## src/backlight_consts.vh

```
/*
  Constants for the backlight configuration register bank: register
  addresses, field positions, reset values, bus address and save timing.
  Assumes inclusion by its bare name from the design file.
*/
`ifndef BACKLIGHT_CONSTS_VH
`define BACKLIGHT_CONSTS_VH

// ----------------------------------------------------------------
// Register addresses
// ----------------------------------------------------------------
`define ADDR_SINK_CURRENT   8'ha1
`define ADDR_LOCKOUT        8'ha2
`define ADDR_SWITCH_BOOST_SWITCH_FREQUENCY    8'ha3
`define ADDR_EDGE_SLEW      8'ha4
`define ADDR_OC_SHUTDOWN    8'ha5
`define ADDR_NVM_CONTROL    8'hff

// ----------------------------------------------------------------
// Field positions
// ----------------------------------------------------------------
`define SINK_CURRENT_MSB    3
`define LOCKOUT_MSB         2
`define SWITCH_BOOST_SWITCH_FREQUENCY_MSB     1
`define EDGE_SLEW_MSB       1
`define OC_ENABLE_BIT       0
`define SAVE_REQUEST_BIT    7
`define READBACK_SEL_BIT    0

// ----------------------------------------------------------------
// Reset values
// ----------------------------------------------------------------
`define RST_SINK_CURRENT    4'h5
`define RST_LOCKOUT         3'h3
`define RST_SWITCH_BOOST_SWITCH_FREQUENCY     2'h1
`define RST_EDGE_SLEW       2'h0
`define RST_OC_ENABLE       1'h0
`define RST_CONTROL         8'h00
`define RST_SAVE_REQ        1'h0
`define RST_READBACK_SEL    1'h0

// ----------------------------------------------------------------
// Bus address and timing
// ----------------------------------------------------------------
`define DEVICE_ADDR         7'h58
`define SAVE_TIME_MS        50
`define MCLK_KHZ            250000
`define SAVE_CYCLES_DFLT    24'hbebc20  // 50 ms of 250 MHz mclk

`endif

```

## src/backlight_config_register_bank.v

```verilog
/*
  Configuration register bank of a boost backlight driver, reached over
  a two-wire serial bus as a slave, with a non-volatile copy of every
  setting and a timed save operation.
  Assumes open-drain bus pins resolved outside; scl and sda arrive
  asynchronous to mclk, which runs much faster than the bus clock.
*/
// Summary of operation
// - Reserved bits dropped on write, read zero
// - All five configuration registers writable and readable
// - Four-bit full-scale sink current code
// - Three-bit input lockout threshold code
// - Two-bit boost switching frequency code
// - Two-bit switch edge slew code
// - One bit enables overcurrent shutdown
// - Save request copies working registers to memory
// - Save request bit clears itself when done
// - Readback select zero returns working values
// - Readback select one returns stored copy
// - Save takes 50 ms; stretch clock if addressed
// - Address 58h; write data auto-increments register
`include "backlight_consts.vh"

module backlight_config_register_bank #(
  parameter [23:0] SAVE_CYCLES = `SAVE_CYCLES_DFLT  // Save duration in mclk cycles
) (
  input  wire       mclk,
  input  wire       reset_n,
  input  wire       clkEn,
  input  wire       sclIn,
  output wire       sclOut,
  output wire       sclOe_n,
  input  wire       sdaIn,
  output wire       sdaOut,
  output wire       sdaOe_n,
  output wire [3:0] sinkCurrentCode,
  output wire [2:0] undervoltageThreshold,
  output wire [1:0] switchRateSelect,
  output wire [1:0] edgeRateSelect,
  output wire       overcurrentShutdownEnable,
  output wire       saveBusy
);

  // ----------------------------------------------------------------
  // Bus states
  // ----------------------------------------------------------------
  localparam [2:0] ST_IDLE  = 3'h0;  // Not addressed
  localparam [2:0] ST_ADDR  = 3'h1;  // Receiving slave address
  localparam [2:0] ST_REG   = 3'h2;  // Receiving register address
  localparam [2:0] ST_WDATA = 3'h3;  // Receiving write data
  localparam [2:0] ST_RDATA = 3'h4;  // Sending read data

  // ----------------------------------------------------------------
  // Declarations
  // ----------------------------------------------------------------
  reg  [1:0]  sclSync_reg;           // Clock pin synchroniser
  reg  [1:0]  sdaSync_reg;           // Data pin synchroniser
  reg         sclLast_reg;           // Previous synchronised clock
  reg         sdaLast_reg;           // Previous synchronised data
  reg  [2:0]  state_reg;             // Bus state
  reg  [3:0]  bitCnt_reg;            // Bit in byte, 8 = ack, 15 = pre-start
  reg  [7:0]  shift_reg;             // Received byte
  reg  [7:0]  tx_reg;                // Byte being sent
  reg  [7:0]  ptr_reg;               // Register pointer
  reg         readDir_reg;           // Transfer is a read
  reg         ackOn_reg;             // Device drives ack low
  reg         masterNack_reg;        // Master declined more data
  reg         stretch_reg;           // Holding bus clock low
  reg  [3:0]  csWork_reg;            // Working sink current code
  reg  [2:0]  uvWork_reg;            // Working lockout code
  reg  [1:0]  fqWork_reg;            // Working frequency code
  reg  [1:0]  srWork_reg;            // Working slew code
  reg         ilWork_reg;            // Working shutdown enable
  reg  [3:0]  csNvm_reg;             // Stored sink current code
  reg  [2:0]  uvNvm_reg;             // Stored lockout code
  reg  [1:0]  fqNvm_reg;             // Stored frequency code
  reg  [1:0]  srNvm_reg;             // Stored slew code
  reg         ilNvm_reg;             // Stored shutdown enable
  reg         saveReq_reg;           // Save request bit
  reg         readSel_reg;           // Readback source select
  reg         busy_reg;              // Save in progress
  reg  [23:0] saveCnt_reg;           // Save timer
  reg         loaded_reg;            // Power-up load done
  wire        scl;                   // Synchronised clock
  wire        sda;                   // Synchronised data
  wire        sclRise;               // Clock rising edge
  wire        sclFall;               // Clock falling edge
  wire        startSeen;             // Start or repeated start
  wire        stopSeen;              // Stop condition
  wire [7:0]  ctlByte;               // Control register image
  wire [7:0]  readValue;             // Byte returned for pointer
  wire        saveDone;              // Last cycle of save

  // ----------------------------------------------------------------
  // Register image decode, used for working and stored copies
  // ----------------------------------------------------------------
  function [7:0] regImage;
    input [7:0] addr;
    input [3:0] cs;
    input [2:0] uv;
    input [1:0] fq;
    input [1:0] sr;
    input       il;
    input [7:0] ctl;
    begin
      case (addr)
        `ADDR_SINK_CURRENT: regImage = {4'h0, cs};
        `ADDR_LOCKOUT:      regImage = {5'h00, uv};
        `ADDR_SWITCH_BOOST_SWITCH_FREQUENCY:  regImage = {6'h00, fq};
        `ADDR_EDGE_SLEW:    regImage = {6'h00, sr};
        `ADDR_OC_SHUTDOWN:  regImage = {7'h00, il};
        `ADDR_NVM_CONTROL:  regImage = ctl;
        default:            regImage = 8'h00;        // Unmapped reads zero
      endcase
    end
  endfunction
  // ----------------------------------------------------------------
  // Pin synchronisers and bus events
  // ----------------------------------------------------------------
  // Two flops per pin; only the second stage is used
  always @(posedge mclk or negedge reset_n) begin
    if (!reset_n) begin
      sclSync_reg <= 2'h3;
      sdaSync_reg <= 2'h3;
      sclLast_reg <= 1'b1;
      sdaLast_reg <= 1'b1;
    end else if (clkEn) begin
      sclSync_reg <= {sclSync_reg[0], sclIn};
      sdaSync_reg <= {sdaSync_reg[0], sdaIn};
      sclLast_reg <= sclSync_reg[1];
      sdaLast_reg <= sdaSync_reg[1];
    end
  end

  assign scl       = sclSync_reg[1];
  assign sda       = sdaSync_reg[1];
  assign sclRise   = scl & ~sclLast_reg;
  assign sclFall   = ~scl & sclLast_reg;
  assign startSeen = scl & sclLast_reg & sdaLast_reg & ~sda;
  assign stopSeen  = scl & sclLast_reg & ~sdaLast_reg & sda;
  // Read data from working or stored copy
  assign ctlByte   = {saveReq_reg, 6'h00, readSel_reg};
  assign readValue = readSel_reg ?
                     regImage(ptr_reg, csNvm_reg, uvNvm_reg, fqNvm_reg, srNvm_reg, ilNvm_reg, ctlByte) :
                     regImage(ptr_reg, csWork_reg, uvWork_reg, fqWork_reg, srWork_reg, ilWork_reg, ctlByte);
  // ----------------------------------------------------------------
  // Serial bus slave
  // ----------------------------------------------------------------
  // Bits are taken on clock rise and changed after clock fall
  always @(posedge mclk or negedge reset_n) begin
    if (!reset_n) begin
      state_reg      <= ST_IDLE;
      bitCnt_reg     <= 4'hf;
      shift_reg      <= 8'h00;
      tx_reg         <= 8'h00;
      ptr_reg        <= 8'h00;
      readDir_reg    <= 1'b0;
      ackOn_reg      <= 1'b0;
      masterNack_reg <= 1'b0;
      stretch_reg    <= 1'b0;
    end else if (clkEn) begin
      if (stretch_reg && !busy_reg) begin
        stretch_reg <= 1'b0;                 // Release once save ends
      end
      if (stopSeen) begin
        state_reg <= ST_IDLE;                // Stop ends any transfer
        ackOn_reg <= 1'b0;
      end else if (startSeen) begin
        state_reg  <= ST_ADDR;               // Ignore the fall after start
        bitCnt_reg <= 4'hf;
        ackOn_reg  <= 1'b0;
      end else if (state_reg != ST_IDLE) begin
        if (sclRise) begin
          if (bitCnt_reg < 4'h8) begin
            shift_reg <= {shift_reg[6:0], sda};
          end else if (bitCnt_reg == 4'h8) begin
            masterNack_reg <= sda;           // Master ack after read byte
          end
        end
        if (sclFall) begin
          if (bitCnt_reg == 4'hf) begin
            bitCnt_reg <= 4'h0;              // First bit follows start
          end else if (bitCnt_reg == 4'h7) begin
            bitCnt_reg <= 4'h8;
            case (state_reg)
              ST_ADDR: begin
                if (shift_reg[7:1] == `DEVICE_ADDR) begin
                  readDir_reg <= shift_reg[0];
                  ackOn_reg   <= 1'b1;
                  stretch_reg <= busy_reg;   // Hold clock during save
                end else begin
                  state_reg <= ST_IDLE;      // Not for us
                end
              end
              ST_REG: begin
                ptr_reg   <= shift_reg;
                ackOn_reg <= 1'b1;
              end
              ST_WDATA: begin
                ptr_reg   <= ptr_reg + 8'h01;  // Auto-increment
                ackOn_reg <= 1'b1;
              end
              ST_RDATA: ackOn_reg <= 1'b0;   // Master drives ack
              default: begin
                state_reg <= ST_IDLE;
              end
            endcase
          end else if (bitCnt_reg == 4'h8) begin
            bitCnt_reg <= 4'h0;
            ackOn_reg  <= 1'b0;
            case (state_reg)
              ST_ADDR: begin
                if (readDir_reg) begin
                  state_reg <= ST_RDATA;
                  tx_reg    <= readValue;
                  ptr_reg   <= ptr_reg + 8'h01;
                end else begin
                  state_reg <= ST_REG;
                end
              end
              ST_REG, ST_WDATA: begin
                state_reg <= ST_WDATA;       // Data bytes follow
              end
              ST_RDATA: begin
                if (masterNack_reg) begin
                  state_reg <= ST_IDLE;      // No more data wanted
                end else begin
                  tx_reg  <= readValue;
                  ptr_reg <= ptr_reg + 8'h01;
                end
              end
              default: begin
                state_reg <= ST_IDLE;
              end
            endcase
          end else begin
            bitCnt_reg <= bitCnt_reg + 4'h1;
            if (state_reg == ST_RDATA) begin
              tx_reg <= {tx_reg[6:0], 1'b0};
            end
          end
        end
      end
    end
  end

  // Open-drain drives: enable low pulls the line low
  assign sdaOut  = 1'b0;
  assign sdaOe_n = ~(ackOn_reg | ((state_reg == ST_RDATA) && (bitCnt_reg < 4'h8) && !tx_reg[7]));
  assign sclOut  = 1'b0;
  assign sclOe_n = ~stretch_reg;
  // ----------------------------------------------------------------
  // Working registers and control
  // ----------------------------------------------------------------
  // A write lands when the eighth data bit completes
  always @(posedge mclk or negedge reset_n) begin
    if (!reset_n) begin
      csWork_reg  <= `RST_SINK_CURRENT;
      uvWork_reg  <= `RST_LOCKOUT;
      fqWork_reg  <= `RST_SWITCH_BOOST_SWITCH_FREQUENCY;
      srWork_reg  <= `RST_EDGE_SLEW;
      ilWork_reg  <= `RST_OC_ENABLE;
      saveReq_reg <= `RST_SAVE_REQ;
      readSel_reg <= `RST_READBACK_SEL;
      loaded_reg  <= 1'b0;
    end else if (clkEn) begin
      if (!loaded_reg) begin
        loaded_reg <= 1'b1;              // Power-up defaults from stored copy
        csWork_reg <= csNvm_reg;
        uvWork_reg <= uvNvm_reg;
        fqWork_reg <= fqNvm_reg;
        srWork_reg <= srNvm_reg;
        ilWork_reg <= ilNvm_reg;
      end else if ((state_reg == ST_WDATA) && sclFall && (bitCnt_reg == 4'h7) && !stopSeen && !startSeen) begin
        case (ptr_reg)
          `ADDR_SINK_CURRENT: csWork_reg <= shift_reg[`SINK_CURRENT_MSB:0];
          `ADDR_LOCKOUT:      uvWork_reg <= shift_reg[`LOCKOUT_MSB:0];
          `ADDR_SWITCH_BOOST_SWITCH_FREQUENCY:  fqWork_reg <= shift_reg[`SWITCH_BOOST_SWITCH_FREQUENCY_MSB:0];
          `ADDR_EDGE_SLEW:    srWork_reg <= shift_reg[`EDGE_SLEW_MSB:0];
          `ADDR_OC_SHUTDOWN:  ilWork_reg <= shift_reg[`OC_ENABLE_BIT];
          `ADDR_NVM_CONTROL: begin
            readSel_reg <= shift_reg[`READBACK_SEL_BIT];
            if (!busy_reg) begin
              saveReq_reg <= shift_reg[`SAVE_REQUEST_BIT];
            end
          end
          default: ;                     // Unmapped writes ignored
        endcase
      end
      // Writes in the last save cycle still land, except the save request bit
      if (saveDone) begin
        saveReq_reg <= 1'b0;             // Self-clear
      end
    end
  end

  // ----------------------------------------------------------------
  // Save timer and stored copy
  // ----------------------------------------------------------------
  assign saveDone = busy_reg && (saveCnt_reg == SAVE_CYCLES - 24'd1);
  // Save starts at the stop after the request, copies when timed out
  always @(posedge mclk or negedge reset_n) begin
    if (!reset_n) begin
      busy_reg    <= 1'b0;
      saveCnt_reg <= 24'h000000;
      csNvm_reg   <= `RST_SINK_CURRENT;
      uvNvm_reg   <= `RST_LOCKOUT;
      fqNvm_reg   <= `RST_SWITCH_BOOST_SWITCH_FREQUENCY;
      srNvm_reg   <= `RST_EDGE_SLEW;
      ilNvm_reg   <= `RST_OC_ENABLE;
    end else if (clkEn) begin
      if (saveDone) begin
        busy_reg  <= 1'b0;
        csNvm_reg <= csWork_reg;         // Copy every working register
        uvNvm_reg <= uvWork_reg;
        fqNvm_reg <= fqWork_reg;
        srNvm_reg <= srWork_reg;
        ilNvm_reg <= ilWork_reg;
      end else if (busy_reg) begin
        saveCnt_reg <= saveCnt_reg + 24'd1;
      end else if (stopSeen && saveReq_reg) begin
        busy_reg    <= 1'b1;
        saveCnt_reg <= 24'h000000;
      end
    end
  end

  // ----------------------------------------------------------------
  // Outputs to the analog control
  // ----------------------------------------------------------------
  assign sinkCurrentCode           = csWork_reg;
  assign undervoltageThreshold     = uvWork_reg;
  assign switchRateSelect          = fqWork_reg;
  assign edgeRateSelect            = srWork_reg;
  assign overcurrentShutdownEnable = ilWork_reg;
  assign saveBusy                  = busy_reg;

endmodule

```

## config.mk

```make
export PLATFORM = sky130hd
export DESIGN_NAME = backlight_config_register_bank
export DESIGN_NICKNAME = d
export VERILOG_FILES = /design/src/backlight_config_register_bank.v
export VERILOG_INCLUDE_DIRS = /design/src /design/src/src
export SDC_FILE = /design/constraint.sdc
export NUM_CORES = 1
export LEC_CHECK = 0
export BUFFER_PORTS_ARGS = -buffer_cell sky130_fd_sc_hd__buf_4
export CAP_MARGIN = 20
export CORE_MARGIN = 4
export CORE_UTILIZATION = 29
export DETAILED_ROUTE_END_ITERATION = 8
export GPL_ROUTABILITY_DRIVEN = 0
export HOLD_SLACK_MARGIN = 0.1
export SLEW_MARGIN = 20
export SYNTH_ARGS = -nofsm -noshare
export SYNTH_HDL_FRONTEND = slang
export SYNTH_SLANG_ARGS = --single-unit
```

## constraint.sdc

```tcl
create_clock -name mclk -period 3.4 [get_ports mclk]
set_input_delay 0.17 -clock mclk [delete_from_list [all_inputs] [get_ports mclk]]
set_output_delay 0.17 -clock mclk [all_outputs]
set_load 0.02 [all_outputs]
```

==> results_tabular.tex <==
\begin{tabular}{lr}
\hline
Metric & Value \\
\hline
\multicolumn{2}{l}{\textbf{Status}} \\
Run status & finished, final reports clean \\
\multicolumn{2}{l}{\textbf{Floorplan}} \\
Initial Utilization & 0.299 \\
Area of the die & 20,300 sq um \\
Overall die height & 142 um \\
Placement Rows & 48 \\
Width of the die & 142 um \\
Number of I/O pins & 22 \\
Floorplan Core Area & 17,500 sq um \\
\multicolumn{2}{l}{\textbf{Critical path}} \\
Biggest fanout along the worst timing path & 11 \\
Critical path class & reg2reg \\
Worst R2R Start & bitCnt\_reg[0]\$\_DFFE\_PN1P\_ \\
Crit path capture type & flip-flop \\
Crit path arrival time & 2.91 ns \\
Worst flop-to-flop path endpoint & edgeRateSelect[1]\$\_DFFE\_PN0P\_ \\
Cells on worst reg2reg path & 7 \\
Reg-to-reg slack, setup & 0.75 ns \\
Startpoint types & flip-flop \\
Data required time at the worst endpoint & 3.66 ns \\
Critical Path Source & bitCnt\_reg[0]\$\_DFFE\_PN1P\_ \\
\multicolumn{2}{l}{\textbf{GRT}} \\
Total track usage & 0.126 \\
Number of antenna violations at the first check in global routing & 0 \\
Maximum number of pins on one net before global-route repair & 67 \\
Number of global-route vias before repair & 4,154 \\
Wire length of the first global-routing pass & 21,100 um \\
Overflow left after global routing & 0 \\
\multicolumn{2}{l}{\textbf{STA}} \\
Post-route fraction of the period consumed by the critical path & 0.778 \\
F\_max & 0.378 GHz \\
RSZ-0062 raised after global routing & false \\
Clk\_skew & 0.00671 ns \\
Setup TNS Final & 0 ns \\
Finish-stage setup viols & 0 \\
Setup slack of the critical path after layout & 0.753 ns \\
Endpoints failing hold & 0 \\
Final critical path time including I/O delays and setup & 2.65 ns \\
Slew at the pin closest to its max-slew limit & 1.03 ns \\
Relative slew margins & 0.306 \\
Number of max-slew violations in the final report & 0 \\
\multicolumn{2}{l}{\textbf{Clocking}} \\
Clock latency reported for the late side of the worst-skew pair & 0.35 ns \\
Clock slew at the register clock pins of the worst setup and hold paths & 0.06 ns \\
Number of clock sinks & 93 \\
Number of buffers on the longest clock path & 2 \\
H-tree depth & 3 \\
Number of post-CTS setup repair buffers & 0 \\
TritonCTS Buffers & 9 \\
CTS tree & done \\
CTS Root Buffer Type & clkbuf\_16 \\
\multicolumn{2}{l}{\textbf{Cells and area}} \\
Fraction of layout instances using a drive strength above 1 & 0.191 \\
Most frequent standard cell in the layout excluding fill and tap cells & dfrtp\_1 \\
Max FFs per register & 24 \\
End-of-flow core utilization & 0.334 \\
Final std cells w/o fill & 775 \\
Count of antenna diodes in the layout & 0 \\
Nets@finish & 557 \\
Commonest cells after routing, fill and taps aside & dfrtp\_1 (73), o21ai\_0 (53), nand2\_1 (46), a21oi\_1 (39), nor2\_1 (25) \\
P\&R area growth vs syn & 11.6\% \\
\multicolumn{2}{l}{\textbf{Pwr}} \\
Ratio of total power to cell area & 555 nW/um\^{}2 \\
Worst-case vdd ir drop & 270 uV \\
Total Power Consumption & 3250 uW \\
Leakage & 0.00240 uW \\
\multicolumn{2}{l}{\textbf{Worst hold path}} \\
Cell depth of the worst hold path & 2 \\
Beginning of the worst hold path & clkEn \\
Worst hold-check path type & in2reg \\
Endpoint of the worst hold path & sclLast\_reg\$\_DFFE\_PN1P\_ \\
\multicolumn{2}{l}{\textbf{Placed design}} \\
Half-perimeter wire length of the detailed placement result & 8640 um \\
Total of buffers placed on input and output ports & 19 \\
Worst setup slack after placement & 0.796 ns \\
Number of placed cells counting well taps & 756 \\
\multicolumn{2}{l}{\textbf{Logic synthesis}} \\
Number of synthesized register bits & 93 \\
Sequential cell area fraction in the yosys report & 0.449 \\
Total of warnings raised by yosys & 0 \\
Mapped Avg Cell Area & 9.66 sq um \\
Summed instance area of the synthesized netlist & 5240 sq um \\
Number of flops mapped to enable cells by yosys & 0 \\
Async set-reset flop share out of synthesis & 1.00 \\
Yosys cell types & 77 \\
Post-Synthesis Cells & 543 \\
Most frequently used flop master after synthesis & dfrtp\_1 \\
\multicolumn{2}{l}{\textbf{Run}} \\
Maximum capacitance violations & 0 \\
\multicolumn{2}{l}{\textbf{Drt}} \\
DR vias & 4,284 \\
First-pass iteration count of the detailed router & 5 \\
Remaining antenna violation count & 0 \\
First-iteration detailed-routing DRC count & 258 \\
Via-per-instance ratio & 5.53 \\
Final Routed Wirelength & 12,500 um \\
Routed wire length per instance & 16.2 um \\
Number of remaining DRC errors & 0 \\
\hline
\end{tabular}
## layout make-up
cell class	count	area, sq um
Clock buffer	12	256
Sequential cell	93	2350
Clock inverter	4	31.3
Timing Repair Buffer	26	203
Tap cell	225	282
Fill cell	1795	11700
Multi-Input combinational cell	399	2670
Inverter	16	60.1
## worst max path at each step
stage,end
final,edgeRateSelect[1]$_DFFE_PN0P_
after global routing,edgeRateSelect[0]$_DFFE_PN0P_
after CTS,edgeRateSelect[1]$_DFFE_PN0P_
after detailed placement,edgeRateSelect[1]$_DFFE_PN0P_
after global placement,switchRateSelect[0]$_DFFE_PN1P_
after floorplan,saveCnt_reg[23]$_DFFE_PN0P_
## power breakdown
part | internal, uW | switching [uW]
clock network | 539 | 434
registers | 1270 | 236
logic | 327 | 446
total | 2130 | 1120
## synthesized netlist by cell type (all sizes together), types with 9 or more instances
master	number	share of area
nand2	47	0.034
dfstp	20	0.10
a21oi	40	0.039
buf	14	0.016
and3	9	0.011
dfrtp	73	0.35
o21ai	53	0.051
a2bb2oi	13	0.022
nand3	20	0.021
nor2	25	0.018
o22ai	11	0.013
mux2	30	0.071
clkbuf	22	0.016
o31ai	11	0.016
nand4	16	0.019
inv	15	0.011
## layer usage
layer,up-vias,global-route usage,share of wire
met5,-,0,0
met4,0,0.0505,0.025
met3,21,0.0178,0.042
met2,120,0.203,0.48
met1,2096,0.170,0.46
li1,2047,-,-
## stage by stage
step / hold WS, ns / instance area, sq um
detailed placement: 0.342 / 5530
floorplan: -0.126 / 5250
CTS: 0.189 / 5850
global placement: 0.326 / 5530
global route: 0.211 / 5850
finish: 0.200 / 5850
## cells by family (layout without fill, tap and decap cells)
logic type / after synthesis / in the layout / synth area share
AND/OR/NAND/NOR: 171 / 171 / 0.182
flip-flops: 93 / 93 / 0.449
other: 1 / 2 / 0.000715
AO/OA/AOI/OAI: 184 / 184 / 0.228
adder cells (fa/ha/maj): 7 / 7 / 0.0167
buffers and inverters: 52 / 58 / 0.0434
XOR/XNOR: 2 / 2 / 0.00334
multiplexers: 33 / 33 / 0.0766
## worst max-delay path: stages, from the launching register on
cell and delay [ns]:
dfstp_2 0.55, ha_1 0.27, nand3b_1 0.17, or3_1 0.40, a21oi_2 0.47, buf_4 0.24, a21boi_0 0.25, a2bb2oi_1 0.21
## repair_timing
| item | in CTS | in global routing |
|---|---|---|
| hold buffers | 3 | 0 |
| hold endpoints to repair | 56 | 0 |
| gates resized for setup | 0 | 0 |
(Power assumes the default switching activity.)
